File: src/etcp_pkg.sv
// Package: register map, field positions and codes of the edge timed unit
package etcp_pkg;

  // ==========================================================
  // Register offsets (byte addresses on the 32-bit bus)
  // ==========================================================
  localparam logic [3:0] ETCP_CTRL_OFS = 4'h0; // measure_unit_control
  localparam logic [3:0] ETCP_ICON_OFS = 4'h4; // current_source_control
  localparam logic [3:0] ETCP_STAT_OFS = 4'h8; // Interrupt status
  localparam logic [3:0] ETCP_MASK_OFS = 4'hc; // Interrupt mask

  // ==========================================================
  // Field positions of measure_unit_control
  // ==========================================================
  localparam int ETCP_UNIT_ENABLE = 15;
  localparam int ETCP_UNUSED_BIT = 14;
  localparam int ETCP_IDLE_STOP = 13;
  localparam int ETCP_DELAY_GEN = 12;
  localparam int ETCP_EDGE_GATE = 11;
  localparam int ETCP_EDGE_ORDER = 10;
  localparam int ETCP_DISCHARGE = 9;
  localparam int ETCP_TRIG_EN = 8;
  localparam int ETCP_POL2 = 7;
  localparam int ETCP_SRC2_LSB = 5;
  localparam int ETCP_POL1 = 4;
  localparam int ETCP_SRC1_LSB = 2;
  localparam int ETCP_SEEN2 = 1;
  localparam int ETCP_SEEN1 = 0;

  // ==========================================================
  // Field positions of current_source_control
  // ==========================================================
  localparam int ETCP_TRIM_LSB = 10;
  localparam int ETCP_RANGE_LSB = 8;

  // Writable bits: bit 14 and the low byte of the current register stay 0
  localparam logic [15:0] ETCP_CTRL_WMASK = 16'hbfff;
  localparam logic [15:0] ETCP_ICON_WMASK = 16'hff00;

  // ==========================================================
  // Values after reset
  // ==========================================================
  localparam logic [15:0] ETCP_CTRL_RST = 16'h0000;
  localparam logic [15:0] ETCP_ICON_RST = 16'h0000;
  localparam logic [1:0] ETCP_IRQ_RST = 2'h0;

  // ==========================================================
  // Codes
  // ==========================================================
  localparam logic [1:0] ETCP_SRC_TIMER = 2'h0;
  localparam logic [1:0] ETCP_SRC_COMPARE = 2'h1;
  localparam logic [1:0] ETCP_SRC_PIN_TWO = 2'h2;
  localparam logic [1:0] ETCP_SRC_PIN_ONE = 2'h3;
  localparam logic [1:0] ETCP_RANGE_OFF = 2'h0;

  // Bus answer state, one-hot
  typedef enum logic [1:0] {
    ETCP_BUS_IDLE = 2'b01,
    ETCP_BUS_DONE = 2'b10
  } etcp_bus_t;

endpackage : etcp_pkg

File: src/etcp_delay_path.sv
// Analog steering: comparator routing, pulse output and source ground
`timescale 1ns/1ps
module etcp_delay_path
  import etcp_pkg::*;
(
  // Mode and state
  input wire logic unit_on,
  input wire logic delay_gen_select,
  input wire logic charge_active,
  input wire logic source_discharge,
  // Comparator level, not tied to the clock
  input wire logic comparator_two_out,
  // Steering outputs
  output logic comparator_two_b_input,
  output logic delay_pulse_out,
  output logic source_ground
);
  import etcp_pkg::*;

  // ==========================================================
  // Routing and pulse
  // ==========================================================
  // Delay mode connects the current source to comparator two B
  assign comparator_two_b_input = unit_on & delay_gen_select;
  // Pure gating: no flip-flop, so edges follow the comparator directly
  assign delay_pulse_out = comparator_two_b_input & charge_active &
    comparator_two_out;
  // Discharge grounds the source output, otherwise it floats
  assign source_ground = source_discharge;

endmodule : etcp_delay_path

File: src/etcp_edge_detect.sv
// Edge channel: source selector, polarity and edge detector
`timescale 1ns/1ps
module etcp_edge_detect
  import etcp_pkg::*;
(
  // Clock and reset
  input wire logic clk_sys,
  input wire logic rstn,
  // Candidate sources
  input wire logic timer_event,
  input wire logic output_compare_one,
  input wire logic external_edge_pin_one,
  input wire logic external_edge_pin_two,
  // Channel settings
  input wire logic [1:0] edge_source,
  input wire logic edge_polarity,
  // One-cycle detection
  output logic edge_hit
);
  import etcp_pkg::*;

  logic chosen; // Selected source level
  logic prev; // Level one cycle ago

  // ==========================================================
  // Source selection
  // ==========================================================
  assign chosen = (edge_source == ETCP_SRC_PIN_ONE) ? external_edge_pin_one :
    (edge_source == ETCP_SRC_PIN_TWO) ? external_edge_pin_two :
    (edge_source == ETCP_SRC_COMPARE) ? output_compare_one :
    timer_event;

  // History register; a source change can fake one edge, as in hardware
  always_ff @(posedge clk_sys or negedge rstn)
  begin
    if (!rstn)
      prev <= 1'b0;
    else
      prev <= chosen;
  end

  // One selects rising, zero selects falling
  assign edge_hit = edge_polarity ? (chosen & ~prev) :
    (~chosen & prev);
endmodule : etcp_edge_detect

File: src/etcp_unit.sv
// Top of the edge timed current pulse controller with Avalon-MM slave
//
// Operation
// Unit runs only while unit_enable set
// Delay select routes source to comparator B
// Edge starts charge; trip asserts delay pulse
// Output pulse edges are never clock resampled
// Internal pulse spans first to second edge
// Polarity bit: one rising, zero falling
// Two-bit source selector per edge channel
// Second edge flag set on qualifying event
// First edge flag set on qualifying event
// Trim field is signed offset
// Zero trim nominal; all ones smallest negative
// Range field scales or disables source
// Unimplemented bits ignore writes, read zero
// Edge gate enable blocks all edge events
// Order enable: second edge needs first
// Discharge grounds current source output
//
// The placing of the registers and the Avalon-MM register port were decided locally.
`timescale 1ns/1ps
module etcp_unit
  import etcp_pkg::*;
(
  // Clock and reset
  input wire logic clk_sys,
  input wire logic rstn,
  // Avalon-MM slave
  input wire logic [3:0] avs_address,
  input wire logic avs_read,
  input wire logic avs_write,
  input wire logic [31:0] avs_writedata,
  input wire logic [3:0] avs_byteenable,
  output logic [31:0] avs_readdata,
  output logic avs_waitrequest,
  // Edge sources
  input wire logic timer_event,
  input wire logic output_compare_one,
  input wire logic external_edge_pin_one,
  input wire logic external_edge_pin_two,
  // Comparator two output level
  input wire logic comparator_two_out,
  // Analog steering
  output logic comparator_two_b_input,
  output logic delay_pulse_out,
  output logic source_ground,
  output logic current_source_on,
  output logic [1:0] current_range,
  output logic [5:0] current_trim,
  // Measurement pulse and conversion trigger
  output logic measure_pulse,
  output logic adc_trigger,
  // Interrupt
  output logic irq
);
  import etcp_pkg::*;

  // ==========================================================
  // Helper: byte-lane merge of a 16-bit register
  // ==========================================================
  function automatic logic [15:0] etcp_merge(
    input logic [15:0] old_val,
    input logic [31:0] wdata,
    input logic [3:0] be,
    input logic [15:0] wmask
  );
    logic [15:0] merged;
    merged = old_val;
    if (be[0])
      merged[7:0] = wdata[7:0];
    if (be[1])
      merged[15:8] = wdata[15:8];
    return merged & wmask;
  endfunction : etcp_merge

  // ==========================================================
  // Declarations
  // ==========================================================
  logic [15:0] ctrl; // measure_unit_control, flags held apart
  logic [15:0] icon; // current_source_control
  logic first_edge_seen; // Sticky edge-1 flag
  logic second_edge_seen; // Sticky edge-2 flag
  logic [1:0] irq_status; // Sticky event bits
  logic [1:0] irq_mask; // Event enables
  etcp_bus_t bus_state; // Bus answer phase
  etcp_bus_t next_bus_state;
  logic [31:0] next_readdata;
  logic [15:0] next_ctrl;
  logic [15:0] next_icon;
  logic [15:0] ctrl_view; // Register as software sees it
  logic [15:0] ctrl_wr_val; // Value a write would leave
  logic req; // Any request present
  logic commit; // Edge at which the access completes
  logic wr_ctrl;
  logic wr_icon;
  logic wr_stat;
  logic wr_mask;
  logic hit1; // Raw edge detections
  logic hit2;
  logic unit_on;
  logic edge_gate_enable;
  logic edge_order_enable;
  logic ev1; // Qualified edge events
  logic ev2;
  logic charge_active;

  // ==========================================================
  // Bus decode
  // ==========================================================
  assign req = avs_read | avs_write;
  assign commit = req & (bus_state == ETCP_BUS_DONE);
  // One wait cycle: the read word is registered first
  assign avs_waitrequest = req & (bus_state != ETCP_BUS_DONE);
  assign wr_ctrl = commit & avs_write & (avs_address == ETCP_CTRL_OFS);
  assign wr_icon = commit & avs_write & (avs_address == ETCP_ICON_OFS);
  assign wr_stat = commit & avs_write & (avs_address == ETCP_STAT_OFS) &
    avs_byteenable[0];
  assign wr_mask = commit & avs_write & (avs_address == ETCP_MASK_OFS) &
    avs_byteenable[0];

  // Flags live outside ctrl so hardware can set them
  assign ctrl_view = {ctrl[15:2], second_edge_seen, first_edge_seen};
  assign ctrl_wr_val = etcp_merge(ctrl_view, avs_writedata, avs_byteenable,
    ETCP_CTRL_WMASK);
  assign next_ctrl = wr_ctrl ? ctrl_wr_val : ctrl;
  assign next_icon = wr_icon ?
    etcp_merge(icon, avs_writedata, avs_byteenable, ETCP_ICON_WMASK) :
    icon;

  // Read mux; unmapped addresses read zero
  always_comb
  begin
    if (avs_address == ETCP_CTRL_OFS)
      next_readdata = {16'h0000, ctrl_view & ETCP_CTRL_WMASK};
    else if (avs_address == ETCP_ICON_OFS)
      next_readdata = {16'h0000, icon & ETCP_ICON_WMASK};
    else if (avs_address == ETCP_STAT_OFS)
      next_readdata = {30'h00000000, irq_status};
    else if (avs_address == ETCP_MASK_OFS)
      next_readdata = {30'h00000000, irq_mask};
    else
      next_readdata = 32'h00000000;
  end

  // Answer state: idle to done for one cycle, then back
  always_comb
  begin
    case (bus_state)
      ETCP_BUS_IDLE:
        next_bus_state = req ? ETCP_BUS_DONE : ETCP_BUS_IDLE;
      ETCP_BUS_DONE:
        next_bus_state = ETCP_BUS_IDLE;
      default:
        next_bus_state = ETCP_BUS_IDLE;
    endcase
  end

  // ==========================================================
  // Bus registers
  // ==========================================================
  // Read data is caught in the wait cycle and stands on the answer
  always_ff @(posedge clk_sys or negedge rstn)
  begin
    if (!rstn)
    begin
      bus_state <= ETCP_BUS_IDLE;
      avs_readdata <= 32'h00000000;
    end
    else
    begin
      bus_state <= next_bus_state;
      if (req && bus_state == ETCP_BUS_IDLE)
        avs_readdata <= next_readdata;
    end
  end

  // Control registers
  always_ff @(posedge clk_sys or negedge rstn)
  begin
    if (!rstn)
    begin
      ctrl <= ETCP_CTRL_RST;
      icon <= ETCP_ICON_RST;
    end
    else
    begin
      ctrl <= next_ctrl;
      icon <= next_icon;
    end
  end

  // ==========================================================
  // Edge channels
  // ==========================================================
  etcp_edge_detect u_edge1 (
    .clk_sys(clk_sys),
    .rstn(rstn),
    .timer_event(timer_event),
    .output_compare_one(output_compare_one),
    .external_edge_pin_one(external_edge_pin_one),
    .external_edge_pin_two(external_edge_pin_two),
    .edge_source(ctrl[ETCP_SRC1_LSB +: 2]),
    .edge_polarity(ctrl[ETCP_POL1]),
    .edge_hit(hit1)
  );

  etcp_edge_detect u_edge2 (
    .clk_sys(clk_sys),
    .rstn(rstn),
    .timer_event(timer_event),
    .output_compare_one(output_compare_one),
    .external_edge_pin_one(external_edge_pin_one),
    .external_edge_pin_two(external_edge_pin_two),
    .edge_source(ctrl[ETCP_SRC2_LSB +: 2]),
    .edge_polarity(ctrl[ETCP_POL2]),
    .edge_hit(hit2)
  );

  // ==========================================================
  // Event qualification
  // ==========================================================
  assign unit_on = ctrl[ETCP_UNIT_ENABLE];
  assign edge_gate_enable = ctrl[ETCP_EDGE_GATE];
  assign edge_order_enable = ctrl[ETCP_EDGE_ORDER];
  assign ev1 = unit_on & edge_gate_enable & hit1;
  // With ordering on, edge 2 counts only after edge 1 was recorded
  assign ev2 = unit_on & edge_gate_enable & hit2 &
    (~edge_order_enable | first_edge_seen);

  // Sticky flags: an event in the clearing cycle wins
  always_ff @(posedge clk_sys or negedge rstn)
  begin
    if (!rstn)
    begin
      first_edge_seen <= 1'b0;
      second_edge_seen <= 1'b0;
    end
    else
    begin
      first_edge_seen <= ev1 |
        (wr_ctrl ? ctrl_wr_val[ETCP_SEEN1] : first_edge_seen);
      second_edge_seen <= ev2 |
        (wr_ctrl ? ctrl_wr_val[ETCP_SEEN2] : second_edge_seen);
    end
  end

  // Interrupt status: set by events, cleared by writing one
  always_ff @(posedge clk_sys or negedge rstn)
  begin
    if (!rstn)
    begin
      irq_status <= ETCP_IRQ_RST;
      irq_mask <= ETCP_IRQ_RST;
    end
    else
    begin
      irq_status <= {ev2, ev1} |
        (irq_status & ~({2{wr_stat}} & avs_writedata[1:0]));
      if (wr_mask)
        irq_mask <= avs_writedata[1:0];
    end
  end

  assign irq = |(irq_status & irq_mask);

  // ==========================================================
  // Current source and pulses
  // ==========================================================
  // Charging spans first event to second; software clears to rearm
  assign charge_active = unit_on & first_edge_seen & ~second_edge_seen;
  // Measurement pulse width equals edge-to-edge time
  assign measure_pulse = charge_active & ~ctrl[ETCP_DELAY_GEN];
  // Range 00 turns the source off; trim is passed on as signed offset
  assign current_range = icon[ETCP_RANGE_LSB +: 2];
  assign current_trim = icon[ETCP_TRIM_LSB +: 6];
  assign current_source_on = charge_active &
    (current_range != ETCP_RANGE_OFF);
  // Trigger for a conversion once the second edge lands
  assign adc_trigger = unit_on & ctrl[ETCP_TRIG_EN] & second_edge_seen;

  etcp_delay_path u_delay (
    .unit_on(unit_on),
    .delay_gen_select(ctrl[ETCP_DELAY_GEN]),
    .charge_active(charge_active),
    .source_discharge(ctrl[ETCP_DISCHARGE]),
    .comparator_two_out(comparator_two_out),
    .comparator_two_b_input(comparator_two_b_input),
    .delay_pulse_out(delay_pulse_out),
    .source_ground(source_ground)
  );
endmodule : etcp_unit

File: config.mk
export PLATFORM = sky130hd
export DESIGN_NAME = etcp_unit
export DESIGN_NICKNAME = d
export VERILOG_FILES = /design/src/etcp_pkg.sv /design/src/etcp_delay_path.sv /design/src/etcp_edge_detect.sv /design/src/etcp_unit.sv
export SDC_FILE = /design/constraint.sdc
export NUM_CORES = 1
export LEC_CHECK = 0
export ABC_AREA = 1
export BUFFER_PORTS_ARGS = -buffer_cell sky130_fd_sc_hd__buf_2
export CAP_MARGIN = 20
export CORE_MARGIN = 3
export CORE_UTILIZATION = 40
export DETAILED_ROUTE_END_ITERATION = 12
export GPL_ROUTABILITY_DRIVEN = 1
export PLACE_DENSITY = 0.72
export SLEW_MARGIN = 10
export SYNTH_ARGS = -nofsm -noshare
export SYNTH_HDL_FRONTEND = slang
export SYNTH_SLANG_ARGS = --single-unit
File: constraint.sdc
create_clock -name clk_sys -period 1.9 [get_ports clk_sys]
set_input_delay 0.475 -clock clk_sys [delete_from_list [all_inputs] [get_ports clk_sys]]
set_output_delay 0.475 -clock clk_sys [all_outputs]
set_load 0.03 [all_outputs]
# Word level (Yosys, flattened, before mapping)
# Cells that the tools add are included.
[word_totals] regBits=63 input_bits=49 out_inout_bits=48 wordCells=89
[op_classes] n_eq_ne=12 mux=17 n_bitwise=42 n_reduce_logical=7
[ops] operator="32-bit 2-to-1 mux" count=2
[ops] operator="1-bit AND" count=26
[ops] operator="2-bit == test, second input constant" count=5
[ops] operator="1-bit 2-to-1 mux" count=10
[ops] operator="2-bit 2-to-1 mux" count=5
[ops] operator="4-bit == test, second input constant" count=2
[ops] operator="1-bit NOT" count=7
[ops] operator="2-bit AND" count=3
[ops] operator="2-bit by 1-bit == test with 1-bit output, second input constant" count=3
[ops] operator="2-bit AND reduction" count=3
[ops] operator="4-bit by 3-bit == test with 1-bit output, second input constant" count=1
[ops] operator="4-bit zero test" count=1
[ops] operator="1-bit bitwise OR" count=4
[ops] operator="2-bit != test, second input constant" count=1
[ops] operator="2-bit NOT" count=1
[ops] operator="2-bit bitwise OR" count=1
[ops] operator="2-bit nonzero test" count=1
[ops] operator="2-bit OR reduction" count=1
[ops] operator="1-bit logical AND" count=1

# Longest topological paths before layout
# Gate-level depths: netlist of the first run.
[depth] word_depth=10 ltp_mapped=8 depth_no_buf=8

# Modules after synthesis
# A second synthesis of the first run with hierarchy kept.
[hier_totals] hier_cells=299 hier_area_um2=2457.4
[by_module_without_submodules] module="etcp_unit" n_inst=1 cells_each=258 area_per_inst_um2=2214.6
[by_module_without_submodules] module="etcp_edge_detect" n_inst=2 cells_each=18 area_per_inst_um2=110.1
[by_module_without_submodules] module="etcp_delay_path" n_inst=1 cells_each=5 area_per_inst_um2=22.5

# Worst setup path before layout of the first run
# No wires, ideal clock.
[synth_path] kind="register to output" from="reg ctrl[15]" to="out delay_pulse_out" arrival_ns=1.153 required_time_ns=1.425 slack_ns=0.272 path_stages_with_launch=5 cell_sequence="dfrtp_1 -> nand2_1 -> inv_1 -> nand2_1 -> nor2_1"
[synth_via] elab_cells_between_ends=5 classes_between="5 x bitwise"
[synth_rtl] element="from (decl)" line="etcp_unit.sv:80" rtl="logic [15:0] ctrl;"
[synth_rtl] element="from (signal assigned)" line="etcp_unit.sv:188" rtl="ctrl <= next_ctrl;"
[synth_rtl] element="1-bit AND" line="etcp_delay_path.sv:24" rtl="assign comparator_two_b_input = unit_on & delay_gen_select;"
[synth_rtl] element="net comparator_two_b_input" line="etcp_unit.sv:45" rtl="output logic comparator_two_b_input,"
[synth_rtl] element="1-bit AND (2 in a row)" line="etcp_delay_path.sv:26" rtl="assign delay_pulse_out = comparator_two_b_input & charge_active &"
[synth_rtl] element="to (decl)" line="etcp_unit.sv:46" rtl="output logic delay_pulse_out,"
# The timed path passes the listed nets, and every way through them passes these cells.

# Worst setup path after layout of the first run
[layout_path] from="reg second_edge_seen" to="out measure_pulse"
[layout_via] elab_chain_len=3
[layout_rtl] element="from (decl)" line="etcp_unit.sv:83" rtl="logic second_edge_seen;"
[layout_rtl] element="from (signal assigned)" line="etcp_unit.sv:243" rtl="second_edge_seen <= ev2 |"
[layout_rtl] element="1-bit NOT" line="etcp_unit.sv:271" rtl="assign charge_active = unit_on & first_edge_seen & ~second_edge_seen;"
[layout_rtl] element="1-bit AND" line="etcp_unit.sv:271"
[layout_rtl] element="1-bit AND" line="etcp_unit.sv:273" rtl="assign measure_pulse = charge_active & ~ctrl[ETCP_DELAY_GEN];"
[layout_rtl] element="to (decl)" line="etcp_unit.sv:52" rtl="output logic measure_pulse,"
# Every way passes these cells.

==> Flow_metrics.wiki, run 1 <==
{| class="wikitable"
! Metric !! Value
|-
| Number of max-capacitance violations reported || 0
|-
| Number of inserted filler cells in the final layout || 578
|-
| Period utilisation layout || between 80 and 90%
|-
| Area overhead of the layout relative to synthesis || 16.4%
|-
| Antenna violations before repair || 0
|-
| Pwr Density || between 800 and 900 nW/um^2
|-
| Clock buffers created by TritonCTS || 5
|-
| Most instantiated flip-flop cell in the synthesis netlist || sky130_fd_sc_hd__dfrtp_1
|-
| Maximum clock insertion buffer count || 2
|-
| Category of cells accounting for the largest share of critical-path delay || flip-flops
|-
| Register bit count reported by yosys || 47
|-
| Number of unique standard cell types used by synthesis || 26
|-
| Clock tree sinks || 47
|-
| Fraction of final layout cells sized beyond drive strength 1 || 31.7%
|-
| Worst endpoint required time || around 1.4 ns
|-
| Count of final max-slew check failures || 0
|-
| Global-route wire length before repair || between 8000 and 9000 um
|-
| Final Hold Vio Count || 0
|-
| Port Buf Inserts || slightly above 60
|-
| Area of the mapped netlist || roughly 2400 um^2
|-
| Core area || around 5600 um^2
|-
| Critical path class || flip-flop to primary output
|-
| Initial DRC count || 61
|-
| Full die area || around 6900 um^2
|-
| Type of the worst min-delay path || primary input to asynchronous set/reset pin
|-
| Vias in the first global route || around 1900
|-
| Worst Setup End Kind || primary output
|-
| List of cells traversed by the critical path || inv_1 > nand3_1 > nor2_1 > buf_2
|-
| Portion of total power attributed to sequential cells || between 40% and 50%
|-
| Fin cells || 410
|-
| Syn Area/Cell || around 8.6 um^2
|-
| WHS || 0.129 ns
|-
| R2R Setup Slk || about 0.44 ns
|-
| Cts repair resizes || 0
|-
| Summed area of non-filler cells in the final layout || ~2800 um^2
|-
| Pint || 1.58 mW
|-
| Fin crit period || around 1.7 ns
|-
| Proportion of total power due to net switching || between 30% and 40%
|-
| Post-detailed-route DRC marker count || 0
|-
| Share of the core filled with cells in the final layout || between 40% and 50%
|-
| Top post-synthesis cells by count || sky130_fd_sc_hd__nand2_1, sky130_fd_sc_hd__dfrtp_1, sky130_fd_sc_hd__inv_1
|-
| Half-perimeter wire length after detailed placement || approximately 3800 um
|-
| Routability congestion estimate from global placement || ~0.75
|-
| Clock share of power || between 20% and 30%
|-
| Cell with the largest stage delay on the worst path || sky130_fd_sc_hd__dfrtp_1
|-
| Origin of the critical flop-to-flop path || bus_state[0]
|-
| Number of enable flip-flop cells after synthesis || 0
|-
| Diodes inserted || 0
|-
| Gate Count Post-Synth || between 200 and 300
|-
| Net Sw Power || between 800 and 900 uW
|-
| Clock skew after layout || approximately 0.0027 ns
|-
| H-tree level count || 2
|-
| Synth warnings || 0
|-
| Area contributors post-synth || sky130_fd_sc_hd__dfrtp_1, sky130_fd_sc_hd__nand2_1, sky130_fd_sc_hd__o21ai_2, sky130_fd_sc_hd__buf_4, sky130_fd_sc_hd__inv_1
|-
| Cell type with the highest aggregate area in the netlist || sky130_fd_sc_hd__dfrtp_1
|-
| Total gr overflow || 0
|-
| Type of element launching the critical path || flip-flop
|-
| Total wirelength of the detailed-routed design || roughly 4900 um
|-
| Starting Density || 42.1%
|-
| Routed wire length per instance || between 10 and 15 um
|-
| Endpoint of the most critical setup path || measure_pulse
|-
| CTS tree || yes
|-
| Clock latency on the worst-skew pair || approximately 0.29 ns
|-
| Fraction of the yosys area taken by sequential cells || between 40% and 50%
|-
| GRT Overall Usage || about 15%
|-
| Combinational Power Share || 28.0%
|-
| Data arrival time of the worst path || around 1.2 ns
|-
| Post-Place Cell Area || between 2000 and 3000 um^2
|-
| Clock slew at reported path FFs || 0.08 ns
|-
| Post-detailed-route count of antenna-violating nets || 0
|-
| Die X-Extent || approximately 83 um
|-
| Post-cts hold buffer count || 0
|-
| Unrepaired setup endpoints after global routing || false
|-
| Worst R2R End || avs_readdata[12]
|-
| Site row count || 27
|-
| Worst Path Max Fanout || 3
|-
| Critical path launch point || second_edge_seen
|-
| Count leader, synth || sky130_fd_sc_hd__nand2_1
|-
| First drt pass iteration count || 4
|-
| Placed instance count || approximately 400
|-
| Worst voltage drop across the vdd grid || around 480 uV
|-
| Buffering stage count on the worst path with inverters included || 2
|-
| Total number of cells along the worst setup path || 4
|-
| Largest net degree at the start of global routing || 29
|-
| Outcome || finished, final reports clean
|-
| Setup violators final || 0
|-
| Buffer count from post-CTS setup fixing || 0
|-
| Area fraction of the dominant cell type after synthesis || 48.7%
|-
| Achievable clock frequency || 587 MHz
|-
| Average vias per placed instance || 4.59
|-
| Fraction of registers with async set/reset || 100%
|-
| Final net count || between 300 and 400
|-
| Depth of the most critical reg-to-reg path || 7
|-
| Leak || roughly 1.6 nW
|-
| Total via count after detailed routing || approximately 1900
|-
| Peak per-stage delay on the critical path || about 0.38 ns
|-
| Setup tns final || 0 ns
|-
| Die height || ~83 um
|-
| Clock root buffer master || sky130_fd_sc_hd__clkbuf_8
|-
| Number of I/O pins || between 90 and 100
|}
-- registers in the layout, summed over array words and instances, names as in the netlist --
name              count
avs_readdata         16
ctrl                 13
icon                  8
bus_state             2
irq_mask              2
irq_status            2
first_edge_seen       1
second_edge_seen      1
u_edge1.prev          1
u_edge2.prev          1
-- routing by layer --
metal / global-route usage [%] / vias to the layer above / wire [um]
li1: - / 952 / -
met1: 18.5 / 870 / 2180
met3: 3.57 / 5 / 268
met5: 0 / - / 0
met4: 5.35 / 0 / 74
met2: 25.7 / 55 / 2400
-- per-stage QoR --
step                power, mW  setup WS [ns]
floorplan                1.76          0.272
global placement         1.92          0.337
detailed placement       1.94          0.318
CTS                      2.49          0.183
global route             2.61         0.0561
finish                   2.46          0.197
-- cells by family after synthesis --
kind of cell,count (synthesis),synth area share (%)
compound gates,34,10.9
simple gates,137,26.5
flops,47,49.8
buf+inv,55,12.7
other cells,1,0.159
-- power groups by stage --
| stage | combinational (mW) | sequential [mW] | clock [mW] |
|---|---|---|---|
| finish | 0.689 | 1.22 | 0.545 |
| global route | 0.755 | 1.24 | 0.606 |
| CTS | 0.698 | 1.23 | 0.569 |
| detailed placement | 0.697 | 1.24 | 0 |
| global placement | 0.686 | 1.24 | 0 |
| floorplan | 0.412 | 1.35 | 0 |
-- cells in the final DEF, fill, tap and decap left out, types with 4 or more instances in the layout --
| cell | n |
|---|---|
| sky130_fd_sc_hd__o21ai_0 | 4 |
| sky130_fd_sc_hd__nor2_1 | 15 |
| sky130_fd_sc_hd__inv_1 | 31 |
| sky130_fd_sc_hd__buf_2 | 62 |
| sky130_fd_sc_hd__nand2_1 | 84 |
| sky130_fd_sc_hd__a21oi_1 | 7 |
| sky130_fd_sc_hd__conb_1 | 16 |
| sky130_fd_sc_hd__nand3_1 | 22 |
| sky130_fd_sc_hd__nor2_4 | 4 |
| sky130_fd_sc_hd__o21ai_2 | 21 |
| sky130_fd_sc_hd__clkbuf_8 | 5 |
| sky130_fd_sc_hd__dfrtp_1 | 46 |
-- how the worst min path moves through the flow --
stage,slack (ns),to,start,cells past startpoint
2_1_floorplan,0.18,avs_readdata[0],rstn,0
3_3_place_gp,0.45,ctrl[6],rstn,1
3_5_place_dp,0.45,ctrl[6],rstn,1
4_1_cts,0.13,ctrl[6],rstn,1
5_1_grt,0.17,ctrl[6],rstn,1
6_report,0.13,ctrl[6],rstn,1
-- cell type report --
class                   instances  area (um^2)  share of cell area [%]
flip-flops and latches         47         1180                    42.8
multi-input cells             187          942                    34.3
repair buffers                 64          338                    12.3
inverters                      34          130                    4.73
well taps                      72         90.1                    3.28
clock buffers                   6         72.6                    2.64
-- worst register-to-register path: stages, from the launching register on --
cell and delay, ns:
sky130_fd_sc_hd__dfstp_2 0.52, sky130_fd_sc_hd__inv_1 0.06, sky130_fd_sc_hd__nor2_1 0.11, sky130_fd_sc_hd__o21ai_2 0.09, sky130_fd_sc_hd__buf_4 0.22, sky130_fd_sc_hd__nor2_4 0.23, sky130_fd_sc_hd__nand2_1 0.09, sky130_fd_sc_hd__nand3_1 0.08
No activity file was read; power rests on OpenSTA's default activity.
==> run 2: changes to the inputs <==
- CORE_UTILIZATION: 40 -> 48
- PLACE_DENSITY: 0.72 -> 0.84
- SLEW_MARGIN: 10 -> unset
- clock period: 1.9 -> 1.6 ns (I/O delays scaled with it)
==> run 2 against run 1 <==
Against the previous run: clock skew up 0.00066 ns; via count up 2.6%; critical endpoint is now avs_waitrequest; worst setup slack worse by 0.16 ns; global-route usage up 2.9 points; cell count up 0.24%.
==> Flow_metrics.wiki, run 2 (synthesis results as in run 1) <==
{| class="wikitable"
! Metric !! Value
|-
| Type of element launching the critical path || flip-flop
|-
| Unrepaired setup endpoints after global routing || true
|-
| Data arrival time of the worst path || ~1.2 ns
|-
| Origin of the critical flop-to-flop path || bus_state[0]
|-
| Most common cell after layout, fill and taps aside || sky130_fd_sc_hd__nand2_1
|-
| Summed area of non-filler cells in the final layout || roughly 2800 um^2
|-
| Worst Setup End Kind || primary output
|-
| Most frequent cells in the layout || sky130_fd_sc_hd__nand2_1, sky130_fd_sc_hd__buf_2, sky130_fd_sc_hd__dfrtp_1
|-
| Post-detailed-route DRC marker count || 0
|-
| R2R Setup Slk || 0.23 ns
|-
| Clock tree sinks || 47
|-
| Routed wire length per instance || about 12 um
|-
| Footprint of the flip-flops and latches || 1180 um^2
|-
| Area taken by multi-input logic gates || about 950 um^2
|-
| Number of max-capacitance violations reported || 0
|-
| Number of inserted filler cells in the final layout || about 400
|-
| Half-perimeter wire length after detailed placement || between 3000 and 4000 um
|-
| First drt pass iteration count || 4
|-
| Core area || about 4600 um^2
|-
| Cell with the largest stage delay on the worst path || sky130_fd_sc_hd__dfstp_2
|-
| Flip-flop count of the largest register, all copies and words added || 16
|-
| Top Registers || avs_readdata: 16 flops, ctrl: 13 flops, icon: 8 flops
|-
| Average vias per placed instance || ~4.7
|-
| Final net count || between 300 and 400
|-
| Clock slew at reported path FFs || 0.08 ns
|-
| Clock skew after layout || 0.00337 ns
|-
| Peak per-stage delay on the critical path || ~0.53 ns
|-
| Die X-Extent || 76.2 um
|-
| Clock buffers created by TritonCTS || 5
|-
| H-tree level count || 2
|-
| Fin crit period || 1.57 ns
|-
| Area overhead of the layout relative to synthesis || 19.4%
|-
| Total via count after detailed routing || 1930
|-
| Worst endpoint required time || ~1.2 ns
|-
| Initial DRC count || 105
|-
| Outcome || finished, final reports clean
|-
| Worst R2R End || icon[11]
|-
| Achievable clock frequency || 638 MHz
|-
| Clock latency on the worst-skew pair || roughly 0.30 ns
|-
| Final Hold Vio Count || 0
|-
| Die height || between 70 and 80 um
|-
| Top register by number of flip-flops || avs_readdata
|-
| Buffering stage count on the worst path with inverters included || 2
|-
| Post-detailed-route count of antenna-violating nets || 0
|-
| Post-Place Cell Area || between 2000 and 3000 um^2
|-
| Routability congestion estimate from global placement || ~0.8
|-
| Largest net degree at the start of global routing || 31
|-
| Fraction of final layout cells sized beyond drive strength 1 || between 30% and 40%
|-
| Number of I/O pins || 97
|-
| Maximum clock insertion buffer count || 2
|-
| Setup tns final || 0 ns
|-
| CTS tree || yes
|-
| Pre-CTS setup slack || 0.0780 ns
|-
| Count of final max-slew check failures || 0
|-
| Post-cts hold buffer count || 0
|-
| Depth of the most critical reg-to-reg path || 6
|-
| Clock root buffer master || sky130_fd_sc_hd__clkbuf_8
|-
| Site row count || 24
|-
| Worst Path Max Fanout || 3
|-
| Setup violators final || 0
|-
| Total wirelength of the detailed-routed design || 5110 um
|-
| Starting Density || 51.8%
|-
| Global-route wire length before repair || ~8500 um
|-
| Full die area || between 5000 and 6000 um^2
|-
| Leak || between 1.5 and 2 nW
|-
| Period utilisation layout || between 90% and 100%
|-
| Pwr Density || 1070 nW/um^2
|-
| Total gr overflow || 0
|-
| Diodes inserted || 0
|-
| Port Buf Inserts || 62
|-
| Critical path class || flip-flop to primary output
|-
| Vias in the first global route || a little under 2000
|-
| Antenna violations before repair || 0
|-
| Worst voltage drop across the vdd grid || 562 uV
|-
| List of cells traversed by the critical path || inv_1 > a21oi_2 > buf_6
|-
| Type of the worst min-delay path || primary input to asynchronous set/reset pin
|-
| Final critical-path setup slack || 0.0322 ns
|-
| Category of cells accounting for the largest share of critical-path delay || flip-flops
|-
| GRT Overall Usage || between 10% and 20%
|}
==> run 2: cell count changes in the layout (fill, tap and decap cells not counted), moves of 2 or more <==
cell	before	now
sky130_fd_sc_hd__inv_2	2	4
sky130_fd_sc_hd__buf_2	62	58
sky130_fd_sc_hd__inv_1	31	29
sky130_fd_sc_hd__buf_4	1	10
==> run 2: report_power, final <==
part | internal, mW | switching, mW
Sequential | 1.35 | 0.107
Combinational | 0.279 | 0.599
Clock | 0.307 | 0.379
==> run 2: cell type report <==
class,count,area share (%)
clock buffer,7,2.71
clock inverter,1,0.177
inverter,34,4.61
multi-input combinational,187,33.8
sequential,47,41.8
tap,65,2.88
timing repair buffer,70,14.1
==> run 2: routing by layer <==
layer | GRT usage (%) | up-vias | wire [um]
met3 | 5.44 | 4 | 412
met1 | 22.1 | 877 | 2200
met4 | 5.43 | 0 | 34
met2 | 30.3 | 83 | 2470
met5 | 0 | - | 0
li1 | - | 966 | -
==> run 2: worst register-to-register path: stages, from the launching register on <==
cell and delay, ns:
sky130_fd_sc_hd__dfstp_2 0.37, sky130_fd_sc_hd__inv_1 0.10, sky130_fd_sc_hd__nand3_2 0.11, sky130_fd_sc_hd__nor2_2 0.19, sky130_fd_sc_hd__nand2_2 0.27, sky130_fd_sc_hd__nand2_1 0.16
sky130_fd_sc_hd__o21ai_2 0.06
==> run 2: worst max path at each step <==
stage / from / cells after the start / end
5_1_grt: bus_state[0] / 3 / avs_waitrequest
2_1_floorplan: ctrl[15] / 4 / delay_pulse_out
3_3_place_gp: avs_address[1] / 7 / icon[10]
4_1_cts: second_edge_seen / 4 / delay_pulse_out
6_report: bus_state[0] / 3 / avs_waitrequest
3_5_place_dp: avs_address[1] / 7 / icon[12]
==> run 2: what timing repair did <==
action | in CTS | in global routing
endpoints found under the setup margin | 4 | 4
resized for setup | 6 | 5
buffers inserted | 0 | 3
pin swaps | 0 | 1
endpoints found under the hold margin | 0 | 0
==> run 2: per-stage QoR <==
step,instances,utilization (%),hold slack (ns),total power [mW]
floorplan,289,-,0.104,2.09
detailed placement,400,59.0,0.358,2.32
global route,411,61.8,0.0496,3.18
finish,411,61.8,0.0328,3.02
global placement,400,59.0,0.361,2.30
CTS,408,61.1,0.0363,3.00
